[src/inc/nand_host_pkg.sv]
// Constants, opcodes and state codes for the asynchronous NAND host port.
// Assumes a single 25 MHz system clock; every time is turned into cycles.
package nand_host_pkg;

    ////////////////////////////////////////////////////////////////////////
    // Command codes the host treats specially
    localparam logic [7:0] CMD_STATUS = 8'h70;
    localparam logic [7:0] CMD_STATUS_ENH = 8'h78;
    localparam logic [7:0] CMD_READ_MODE = 8'h00;
    localparam logic [7:0] CMD_NONE = 8'hFF;
    // Status value left behind by a write-protect abort
    localparam logic [7:0] STATUS_WP_ABORT = 8'h60;

    ////////////////////////////////////////////////////////////////////////
    // Address layout
    localparam logic [2:0] ADDR_CYCLES = 3'h5;
    localparam int COLUMN_BITS = 12;
    localparam int PAGE_BITS = 6;
    localparam int BLOCK_BITS = 11;  // block bits 16..6

    ////////////////////////////////////////////////////////////////////////
    // Timing, in nanoseconds as printed, and derived cycle counts
    localparam int CLK_MHZ = 25;
    localparam int STROBE_LOW_NS = 40;
    localparam int STROBE_HIGH_NS = 40;
    localparam int WP_SETTLE_NS = 100;  // wp_settle_time, plain default
    localparam int SYNC_STAGES = 2;
    localparam int LOW_CYC_I = (STROBE_LOW_NS * CLK_MHZ + 999) / 1000;
    localparam int HIGH_CYC_I = (STROBE_HIGH_NS * CLK_MHZ + 999) / 1000;
    localparam int WP_CYC_I = (WP_SETTLE_NS * CLK_MHZ + 999) / 1000;
    localparam logic [3:0] LOW_CYC = 4'(LOW_CYC_I);
    localparam logic [3:0] READ_LOW_CYC = 4'(LOW_CYC_I + SYNC_STAGES);
    localparam logic [3:0] HIGH_CYC = 4'(HIGH_CYC_I);
    localparam logic [3:0] WP_CYC = 4'(WP_CYC_I);

    ////////////////////////////////////////////////////////////////////////
    // Request opcodes from the user side
    typedef enum logic [2:0] {
        OP_CMD = 3'b000,
        OP_ADDR = 3'b001,
        OP_WRITE = 3'b010,
        OP_READ = 3'b011,
        OP_STATUS_READ = 3'b100,
        OP_WP = 3'b101
    } op_t;

    // Controller states
    typedef enum logic [2:0] {
        S_IDLE = 3'b000,
        S_SETUP = 3'b001,
        S_LOW = 3'b010,
        S_HIGH = 3'b011,
        S_WP = 3'b100
    } state_t;

endpackage

[src/design/nand_addr_format.sv]
// Address cycle formatter: builds one address byte from column, page and
// block fields. Pure combinational; the caller registers the result.
`timescale 1ns/100ps
module nand_addr_format #(
    parameter bit WIDE = 1'b0
) (
    input wire logic [nand_host_pkg::COLUMN_BITS-1:0] column,
    input wire logic [nand_host_pkg::PAGE_BITS-1:0] page,
    input wire logic [nand_host_pkg::BLOCK_BITS-1:0] block,
    input wire logic [2:0] index,
    output logic [7:0] cycleByte
);
    import nand_host_pkg::*;

    logic [11:0] col;

    ////////////////////////////////////////////////////////////////////////
    // Spare-area column: upper in-page bits forced low so a bad request
    // cannot address past the page end
    always_comb begin
        col = column;
        if (WIDE) begin
            col[11] = 1'b0;
            if (col[10]) begin
                col[9:5] = 5'h00;
            end
        end else begin
            if (col[11]) begin
                col[10:6] = 5'h00;
            end
        end
    end

    ////////////////////////////////////////////////////////////////////////
    // Cycle layout; row is block above page, unused bits held low
    always_comb begin
        unique case (index)
            3'h0: cycleByte = col[7:0];
            3'h1: cycleByte = WIDE ? {5'h00, col[10:8]} : {4'h0, col[11:8]};
            3'h2: cycleByte = {block[1:0], page};
            3'h3: cycleByte = block[9:2];
            3'h4: cycleByte = {7'h00, block[10]};
            default: cycleByte = 8'h00;
        endcase
    end

endmodule

[src/design/nand_host_port.sv]
// Host-side controller for an asynchronous multiplexed NAND bus port.
// Assumes the die pins connect directly; the ready/busy line is pulled up
// externally and data pins are resolved from ioOut/ioOe by the board.
`timescale 1ns/100ps

// What this block does
// - Command cycle: CLE high, ALE low, write strobe pulsed, read high.
// - Address cycle: ALE high, CLE low, write strobe pulsed, read high.
// - Data write cycle: CLE and ALE low, write strobe pulsed.
// - Read cycle is 30ns or longer, so data latches at strobe rise.
// - Commands and addresses on low byte; upper byte zero.
// - Narrow bus: five address cycles; column bit 11 forces bits 10..6 low.
// - Wide bus: second cycle holds column bits 10..8; bit 10 clears 9..5.
// - Bits outside the address fields are driven low.
// - Write-protect changes only when ready, then wait settle time.
// - After 78h issue read mode 00h before reading array data.
module nand_host_port #(
    parameter int BUS_WIDTH = 8
) (
    input wire logic clk,
    input wire logic rst_n,
    input wire logic reqValid,
    input wire nand_host_pkg::op_t reqOp,
    input wire logic [7:0] reqCmd,
    input wire logic [BUS_WIDTH-1:0] reqData,
    input wire logic [nand_host_pkg::COLUMN_BITS-1:0] reqColumn,
    input wire logic [nand_host_pkg::PAGE_BITS-1:0] reqPage,
    input wire logic [nand_host_pkg::BLOCK_BITS-1:0] reqBlock,
    output logic reqAck,
    output logic ctrlIdle,
    output logic [BUS_WIDTH-1:0] rdData,
    output logic rdValid,
    output logic targetBusy,
    output logic wpAbortSeen,
    output logic chipSelect_n,
    output logic cmdLatch,
    output logic addrLatch,
    output logic writeStrobe_n,
    output logic read_strobe_n,
    output logic writeProtect_n,
    input wire logic readyBusy_n,
    input wire logic [BUS_WIDTH-1:0] ioIn,
    output logic [BUS_WIDTH-1:0] ioOut,
    output logic ioOe
);
    import nand_host_pkg::*;

    if (BUS_WIDTH != 8 && BUS_WIDTH != 16) begin : g_bad_width
        $error("BUS_WIDTH must be 8 or 16");
    end
    if (READ_LOW_CYC == 4'h0 || WP_CYC == 4'h0) begin : g_bad_timing
        $error("timing counts must fit four bits");
    end

    localparam bit WIDE = (BUS_WIDTH == 16);

    logic [1:0] rstSync_q;
    logic rstN;
    logic [1:0] rbSync_q;
    logic [BUS_WIDTH-1:0] io1_q;
    logic [BUS_WIDTH-1:0] io2_q;
    logic rbReady;
    state_t state_q;
    logic [3:0] cnt_q;
    logic [2:0] addrIdx_q;
    logic [2:0] cyclesLeft_q;
    op_t curOp_q;
    logic [7:0] curCmd_q;
    logic [BUS_WIDTH-1:0] curData_q;
    logic [COLUMN_BITS-1:0] column_q;
    logic [PAGE_BITS-1:0] page_q;
    logic [BLOCK_BITS-1:0] block_q;
    logic [7:0] lastCmd_q;
    logic [7:0] addrByte;
    logic permitted;
    logic insertReadMode;
    logic isRead;
    logic lastCycle;

    ////////////////////////////////////////////////////////////////////////
    // Reset release through two flops; assertion stays asynchronous
    always_ff @(posedge clk or negedge rst_n) begin
        if (!rst_n) begin
            rstSync_q <= 2'b00;
        end else begin
            rstSync_q <= {rstSync_q[0], 1'b1};
        end
    end
    assign rstN = rstSync_q[1];

    ////////////////////////////////////////////////////////////////////////
    // Pin synchronisers; nothing reads the first stage but the second
    always_ff @(posedge clk or negedge rstN) begin
        if (!rstN) begin
            rbSync_q <= 2'b00;
            io1_q <= '0;
            io2_q <= '0;
        end else begin
            rbSync_q <= {rbSync_q[0], readyBusy_n};
            io1_q <= ioIn;
            io2_q <= io1_q;
        end
    end
    assign rbReady = rbSync_q[1];

    ////////////////////////////////////////////////////////////////////////
    // Address byte for the current address cycle
    nand_addr_format #(
        .WIDE(WIDE)
    ) u_fmt (
        .column(column_q),
        .page(page_q),
        .block(block_q),
        .index(addrIdx_q),
        .cycleByte(addrByte)
    );

    ////////////////////////////////////////////////////////////////////////
    // Admission filter: a busy target only gets what it will accept
    always_comb begin
        permitted = rbReady;
        insertReadMode = 1'b0;
        unique case (reqOp)
            OP_CMD: permitted = rbReady || reqCmd == CMD_STATUS ||
                                reqCmd == CMD_STATUS_ENH;
            OP_ADDR: permitted = rbReady || lastCmd_q == CMD_STATUS_ENH;
            OP_STATUS_READ: permitted = rbReady ||
                                        lastCmd_q == CMD_STATUS ||
                                        lastCmd_q == CMD_STATUS_ENH;
            OP_READ: insertReadMode = lastCmd_q == CMD_STATUS_ENH;
            // writes and protect changes wait for ready
            default: permitted = rbReady;
        endcase
    end

    assign isRead = curOp_q == OP_READ || curOp_q == OP_STATUS_READ;
    assign lastCycle = cyclesLeft_q == 3'h1;

    ////////////////////////////////////////////////////////////////////////
    // Sequencer: setup, strobe low, strobe high per bus cycle
    always_ff @(posedge clk or negedge rstN) begin
        if (!rstN) begin
            state_q <= S_IDLE;
            cnt_q <= 4'h0;
            addrIdx_q <= 3'h0;
            cyclesLeft_q <= 3'h0;
            curOp_q <= OP_CMD;
            curCmd_q <= CMD_NONE;
            curData_q <= '0;
            column_q <= '0;
            page_q <= '0;
            block_q <= '0;
        end else begin
            unique case (state_q)
                S_IDLE: begin
                    if (reqValid && permitted) begin
                        curOp_q <= insertReadMode ? OP_CMD : reqOp;
                        curCmd_q <= insertReadMode ? CMD_READ_MODE : reqCmd;
                        curData_q <= reqData;
                        column_q <= reqColumn;
                        page_q <= reqPage;
                        block_q <= reqBlock;
                        addrIdx_q <= 3'h0;
                        cyclesLeft_q <= (reqOp == OP_ADDR && !insertReadMode)
                                        ? ADDR_CYCLES : 3'h1;
                        cnt_q <= WP_CYC - 4'h1;
                        state_q <= (reqOp == OP_WP) ? S_WP : S_SETUP;
                    end
                end
                S_SETUP: begin
                    // One extra low-state edge: it raises the strobe, so
                    // select and latches still stand at the rising edge
                    cnt_q <= isRead ? READ_LOW_CYC : LOW_CYC;
                    state_q <= S_LOW;
                end
                S_LOW: begin
                    if (cnt_q == 4'h0) begin
                        cnt_q <= HIGH_CYC - 4'h1;
                        state_q <= S_HIGH;
                    end else begin
                        cnt_q <= cnt_q - 4'h1;
                    end
                end
                S_HIGH: begin
                    if (cnt_q != 4'h0) begin
                        cnt_q <= cnt_q - 4'h1;
                    end else if (lastCycle) begin
                        state_q <= S_IDLE;
                    end else begin
                        cyclesLeft_q <= cyclesLeft_q - 3'h1;
                        addrIdx_q <= addrIdx_q + 3'h1;
                        state_q <= S_SETUP;
                    end
                end
                S_WP: begin
                    if (cnt_q == 4'h0) begin
                        state_q <= S_IDLE;
                    end else begin
                        cnt_q <= cnt_q - 4'h1;
                    end
                end
                default: state_q <= S_IDLE;
            endcase
        end
    end

    ////////////////////////////////////////////////////////////////////////
    // Bus pins; deselect between operations lets the die go to standby
    always_ff @(posedge clk or negedge rstN) begin
        if (!rstN) begin
            chipSelect_n <= 1'b1;
            cmdLatch <= 1'b0;
            addrLatch <= 1'b0;
            writeStrobe_n <= 1'b1;
            read_strobe_n <= 1'b1;
            ioOut <= '0;
            ioOe <= 1'b0;
        end else begin
            unique case (state_q)
                S_SETUP: begin
                    chipSelect_n <= 1'b0;
                    cmdLatch <= curOp_q == OP_CMD;
                    addrLatch <= curOp_q == OP_ADDR;
                    ioOe <= !isRead;
                    // upper byte zero for command and address
                    if (curOp_q == OP_CMD) begin
                        ioOut <= BUS_WIDTH'(curCmd_q);
                    end else if (curOp_q == OP_ADDR) begin
                        ioOut <= BUS_WIDTH'(addrByte);
                    end else begin
                        ioOut <= curData_q;
                    end
                end
                S_LOW: begin
                    writeStrobe_n <= isRead || cnt_q == 4'h0;
                    read_strobe_n <= !isRead || cnt_q == 4'h0;
                end
                S_HIGH: begin
                    if (cnt_q == 4'h0) begin
                        chipSelect_n <= lastCycle ? 1'b1 : 1'b0;
                        cmdLatch <= 1'b0;
                        addrLatch <= 1'b0;
                        ioOe <= 1'b0;
                    end
                end
                default: begin
                    chipSelect_n <= 1'b1;
                    writeStrobe_n <= 1'b1;
                    read_strobe_n <= 1'b1;
                    ioOe <= 1'b0;
                end
            endcase
        end
    end

    ////////////////////////////////////////////////////////////////////////
    // Read capture on the strobe rise; low phase covers synchroniser lag
    always_ff @(posedge clk or negedge rstN) begin
        if (!rstN) begin
            rdData <= '0;
            rdValid <= 1'b0;
        end else begin
            rdValid <= state_q == S_LOW && cnt_q == 4'h0 && isRead;
            if (state_q == S_LOW && cnt_q == 4'h0 && isRead) begin
                rdData <= io2_q;
            end
        end
    end

    ////////////////////////////////////////////////////////////////////////
    // Command history, abort flag and user handshake
    always_ff @(posedge clk or negedge rstN) begin
        if (!rstN) begin
            lastCmd_q <= CMD_NONE;
            wpAbortSeen <= 1'b0;
            writeProtect_n <= 1'b0;  // Protected until software opens it
            reqAck <= 1'b0;
            ctrlIdle <= 1'b0;
            targetBusy <= 1'b1;
        end else begin
            reqAck <= state_q == S_IDLE && reqValid && permitted &&
                      !insertReadMode;
            ctrlIdle <= state_q == S_IDLE;
            targetBusy <= !rbReady;
            if (state_q == S_SETUP && curOp_q == OP_CMD) begin
                lastCmd_q <= curCmd_q;
                if (curCmd_q != CMD_STATUS && curCmd_q != CMD_STATUS_ENH) begin
                    wpAbortSeen <= 1'b0;
                end
            end
            // sticky abort status, set wins over clear
            if (state_q == S_LOW && cnt_q == 4'h0 &&
                curOp_q == OP_STATUS_READ &&
                io2_q[7:0] == STATUS_WP_ABORT) begin
                wpAbortSeen <= 1'b1;
            end
            // protect level, changed only when ready
            if (state_q == S_IDLE && reqValid && reqOp == OP_WP && rbReady) begin
                writeProtect_n <= reqData[0];
            end
        end
    end

endmodule

[config.mk]
export PLATFORM = sky130hd
export DESIGN_NAME = nand_host_port
export DESIGN_NICKNAME = d
export VERILOG_FILES = /design/src/inc/nand_host_pkg.sv /design/src/design/nand_addr_format.sv /design/src/design/nand_host_port.sv
export SDC_FILE = /design/constraint.sdc
export NUM_CORES = 1
export LEC_CHECK = 0
export BUFFER_PORTS_ARGS = -buffer_cell sky130_fd_sc_hd__buf_2
export CORE_UTILIZATION = 60
export CTS_CLUSTER_DIAMETER = 100
export DETAILED_ROUTE_END_ITERATION = 8
export GPL_ROUTABILITY_DRIVEN = 0
export PLACE_DENSITY = 0.85
export SYNTH_ARGS = -nofsm -noshare
export SYNTH_HDL_FRONTEND = slang
export SYNTH_HIERARCHICAL = 1
export SYNTH_SLANG_ARGS = --single-unit
[constraint.sdc]
create_clock -name clk -period 8.1 [get_ports clk]
set_input_delay 0.81 -clock clk [delete_from_list [all_inputs] [get_ports clk]]
set_output_delay 0.81 -clock clk [all_outputs]
set_load 0.005 [all_outputs]
## Word level (Yosys, flattened, before mapping)

Cells that the tools add are included.

- $add $sub $neg: 3
- Equality and inequality tests: 31
- Muxes and demuxes: 42
- Bitwise operators: 1
- Reductions and logical operators: 43

Operator list:

| cell | number |
|---|---|
| 8-bit by 7-bit == test with 1-bit output (second input constant) | 5 |
| 8-bit one-hot mux with 5 select lines | 1 |
| 3-bit 2-to-1 mux | 13 |
| 8-bit 2-to-1 mux | 3 |
| 4-bit one-hot mux with 5 select lines | 1 |
| 3-bit by 2-bit == test with 1-bit output (second input constant) | 6 |
| 4-bit 2-to-1 mux | 4 |
| 8-bit by 7-bit inequality test with 1-bit output (second input constant) | 2 |
| 3-bit by 1-bit == test with 1-bit output (second input constant) | 5 |
| 3-bit == test (second input constant) | 5 |
| 3-bit one-hot mux with 5 select lines | 1 |
| 2-bit inequality test (second input constant) | 7 |
| 1-bit logical AND | 13 |
| 3-bit zero test | 4 |
| 3-bit one-hot mux with 2 select lines | 2 |
| 4-bit AND reduction | 3 |
| 1-bit one-hot mux with 3 select lines | 3 |
| 1-bit logical OR | 8 |
| 1-bit 2-to-1 mux | 8 |
| 1-bit one-hot mux with 2 select lines | 4 |
| 2-bit AND reduction | 4 |
| 2-bit nonzero test | 4 |
| 5-bit 2-to-1 mux | 1 |
| 5-bit nonzero test | 1 |
| 10 further kinds | 12 |

- Register bits after elaboration: 117
- Input port bits: 60
- Output and inout port bits: 28

## Longest topological paths before layout

- Depth after elaboration: 7
- Gate-level depth with buffers: 8
- Depth with buffers taken out: 7

## Cells and area by module

Netlist, hierarchy kept.

By module, submodules not included:

| module | times used | cells an instance | area each (µm²) | sequential area each (µm²) |
|---|---|---|---|---|
| nand_host_port | 1 | 384 | 4777.1 | 2952.8 |
| nand_addr_format | 1 | 29 | 265.3 | 0.0 |

## Worst setup path after synthesis

Ideal clock, no wire load.

- Path kind: input to register
- Start point: in reqOp[1]
- End point: reg cnt_q[0]
- Data arrival time: 2346 ps
- Required time: 7974 ps
- Slack: 5628 ps
- Stages: 5
- Path buffers: 0
- Cells stage by stage: or4_1 a211oi_2 nor2_1 a221o_1 a221o_1

- Longest elaborated chain between the ends: 5
- Elaborated cells on any way between the ends: 7
- Those cells by class: eq/ne: 3; mux: 1; reduce/logical: 3

Ends and longest elaborated chain:

| element | RTL line | RTL |
|---|---|---|
| start: declaration | nand_host_port.sv:23 | `input wire nand_host_pkg::op_t reqOp,` |
| 3-bit == test, or another cell as far along | nand_host_port.sv:123 | `unique case (reqOp)` |
| 1-bit one-hot mux with 3 select lines * | nand_host_port.sv:123 |  |
| 1-bit logical AND * | nand_host_port.sv:156 | `if (reqValid && permitted) begin` |
| 2-bit inequality test (no line) * | -- |  |
| 4-bit AND reduction (no line) * | -- |  |
| end signal: assignment | nand_host_port.sv:166 | `cnt_q <= WP_CYC - 4'h1;` |
| end signal: assignment | nand_host_port.sv:173 | `cnt_q <= isRead ? READ_LOW_CYC : LOW_CYC;` |
| end signal: assignment | nand_host_port.sv:178 | `cnt_q <= HIGH_CYC - 4'h1;` |
| end: declaration | nand_host_port.sv:64 | `logic [3:0] cnt_q;` |

Every way passes the cells marked *; elsewhere a longest branch is shown, timed or not.
A chain may end at the register's enable or synchronous reset.

## Final worst setup path

- Start point: reg state_q[0]
- End point: reg wpAbortSeen

- Longest elaborated chain between the ends: 6
- Elaborated cells on any way between the ends: 10
- Those cells by class: eq/ne: 2; mux: 1; reduce/logical: 7

Ends and longest elaborated chain:

| element | RTL line | RTL |
|---|---|---|
| start: declaration | nand_host_port.sv:63 | `state_t state_q;` |
| start signal: assignment | nand_host_port.sv:167 | `state_q <= (reqOp == OP_WP) ? S_WP : S_SETUP;` |
| 3-bit by 2-bit == test with 1-bit output | nand_host_port.sv:292 | `if (state_q == S_LOW && cnt_q == 4'h0 &&` |
| 1-bit logical AND (2 in series) | nand_host_port.sv:292 |  |
| 1-bit logical AND | nand_host_port.sv:293 | `curOp_q == OP_STATUS_READ &&` |
| 2-bit nonzero test (no line) | -- |  |
| 2-bit AND reduction (no line) | -- |  |
| end signal: assignment | nand_host_port.sv:275 | `wpAbortSeen <= 1'b0;` |
| end signal: assignment | nand_host_port.sv:288 | `wpAbortSeen <= 1'b0;` |
| end signal: assignment | nand_host_port.sv:295 | `wpAbortSeen <= 1'b1;` |
| end: declaration | nand_host_port.sv:34 | `output logic wpAbortSeen,` |

Several ways; a longest one is shown, not always the timed one.

==> run metrics <==
syn nets 478; IO Count 88; FF+latch count, synth 117; required time worst endpoint 8490 ps; CP Max Fanout 20; minimum clock period 2500 ps; Synth warnings 6; setup TNS 0 ps; DRC viols 0; Root Driver clkbuf_8; FP Rows 33; run status complete, no violations; total global-route track usage 0.294; Post-CTS Setup Inserts 0; DR vias 3665; Via density 5.92; Clk network pwr share 0.321; crit start category flip-flop; Clk Latency, worst-skew pair 520 ps; Total Wirelength 11.7 mm; largest net degree at the start of global routing 85; P_int 1.68 mW; Initial DRT Pass Iterations 5; Leak 2.89 nW; Initial Util 0.617; clk_skew 8.47 ps; hold_buf cts 0; Num CTS Buffers 17; # setup viols final 0; Pwr Total 2.44 mW; relative slew slack 0.301; first-pass GRT wire length 18.8 mm; Synth Instances 413; Finished Layout Cells 619; fin area 6180 um^2; Antenna diodes 0; P_sw 759 uW; detailed-placement wirelength estimate 7.40 mm; maxcap violations 0; worst slew pin tran 1040 ps; Port-buffer cells 87; Slew Viols, Final 0; H-tree levels 4; Final Hold Fails 0; vias in the first global route 3865; Peak VDD IR 0.240 mV; sequential area share after synthesis 0.586; max frequency 0.401 GHz; commonest non-fill, non-tap cell in the layout dfrtp_1; post-placement cell count 587; Synth cell types 49; grt ovf 0; die area 8770 um^2; Min Hold Slack 65.2 ps; antenna viol nets, final 0; kind of critical path reg2reg; nets 566; RSZ-0062 raised after global routing no; number of DRC markers in iteration 0 345; DR WL/cell 18.9 um; DP Area 5560 um^2; prevailing post-synth register cell dfrtp_1; Die Height 93.7 um; synthesis-to-layout area growth 22.5%; Sink Count 117; Avg Cell Area, Syn 12.2 um^2; CP endpoint kind flip-flop; share of cells above drive strength 1 0.411; combinational fraction of design power 0.254; Switching Share 0.311; Async S/R FF share, synth 1.00; PwrDens 395 nW/um^2; most frequent cells in the layout dfrtp_1, buf_2, mux2_2; Post-synth EDFFs 0; Worst Path Arrival 2880 ps; post-cts resize count 0; CTS Buffer Depth 2; initial antenna violation count 0; final worst path period share 0.308; TritonCTS clock tree done; Sequential Power Share 0.425; CTS clock-pin slew for the worst setup and hold paths 60 ps; mapped cell area 5040 um^2; worst hold-check path type in2async; Core Box Area 8180 um^2; Chip Width 93.7 um
-- state kept, by name, summed over array words and instances, names as in the netlist, 6 cells and up --
name	cells
curCmd_q	8
rdData	8
curData_q	8
io1_q	8
column_q	12
block_q	11
lastCmd_q	8
page_q	6
io2_q	8
ioOut	8
-- critical path, cell delays in order (launching register included) --
cell      delay [ps]
dfrtp_1          690
nand2b_1         160
or2_2            450
or4_1            670
o21ai_0          290
o41ai_1          110
-- cells by family after synthesis --
group	Yosys count	share of synthesized area
AOI/OAI and AO/OA	68	0.0819
adders and majority gates	5	0.0124
buffers and inverters	30	0.0241
DFF	117	0.586
muxes	76	0.177
other	1	0.000744
and+or+nand+nor	116	0.118
-- stage by stage --
stage / setup WS [ps] / utilization
detailed placement: 5300 / 0.680
floorplan: 4630 / -
finish: 5600 / 0.756
global route: 5460 / 0.756
CTS: 5630 / 0.756
global placement: 5350 / 0.680
-- synthesized netlist by cell type, types with 2 or more instances --
cell / number / area (um^2)
dfrtp_1: 97 / 2430
nor4b_1: 4 / 35.0
o2bb2ai_1: 2 / 17.5
o22ai_1: 2 / 12.5
a31oi_1: 3 / 18.8
o21ai_0: 36 / 180
mux2i_1: 9 / 90.1
nor4_1: 3 / 18.8
a221o_1: 2 / 20.0
nand3b_1: 3 / 22.5
clkbuf_1: 12 / 45.0
nand4_1: 4 / 25.0
inv_1: 10 / 37.5
dfstp_2: 20 / 526
nor2_1: 10 / 37.5
buf_2: 7 / 35.0
nand3_1: 10 / 50.1
nor3b_1: 2 / 15.0
o21bai_1: 3 / 22.5
nor3_1: 6 / 30.0
nand2b_1: 5 / 31.3
o41ai_1: 2 / 17.5
mux4_2: 3 / 67.6
nand2_1: 46 / 173
mux2_2: 62 / 698
or4_1: 2 / 15.0
a22oi_1: 3 / 22.5
nor2b_1: 13 / 81.3
a21oi_1: 8 / 40.0
ha_1: 5 / 62.6
-- power by group through the flow --
stage	logic, mW	clock network, mW	registers (mW)
final	0.620	0.783	1.04
after global routing	0.685	0.815	1.07
after CTS	0.618	0.789	1.03
after detailed placement	0.597	0	1.03
after global placement	0.560	0	1.01
after floorplan	0.461	0	0.954
-- per-layer routing --
metal	global-route usage	up-vias	share of wire
li1	-	1651	-
met1	0.341	1808	0.39
met2	0.494	167	0.52
met3	0.0987	39	0.059
met4	0.133	0	0.034
met5	0	-	0
-- final cells by class --
cell class                 instances  area (um^2)
sequential                       117         2960
fill                             504         2000
multi-input combinational        266         1980
timing repair buffer              89          450
clock buffer                      19          442
clock inverter                    13          180
tap                              105          131
inverter                          10         37.5
-- final timing paths --
kind	from	end	slack (ps)	depth (start not counted)
worst max-delay path	state_q[0]	wpAbortSeen	5600	5
worst min-delay path	rst_n	rstSync_q[1]	70	1
worst max register to register	state_q[0]	wpAbortSeen	5600	5
worst min register to register	rstSync_q[1]	io2_q[3]	260	0
max in group asynchronous	rstSync_q[1]	block_q[9]	6480	1
min in group clk	io1_q[7]	io2_q[7]	350	0
Note: power is estimated with default switching activity, not from simulation.
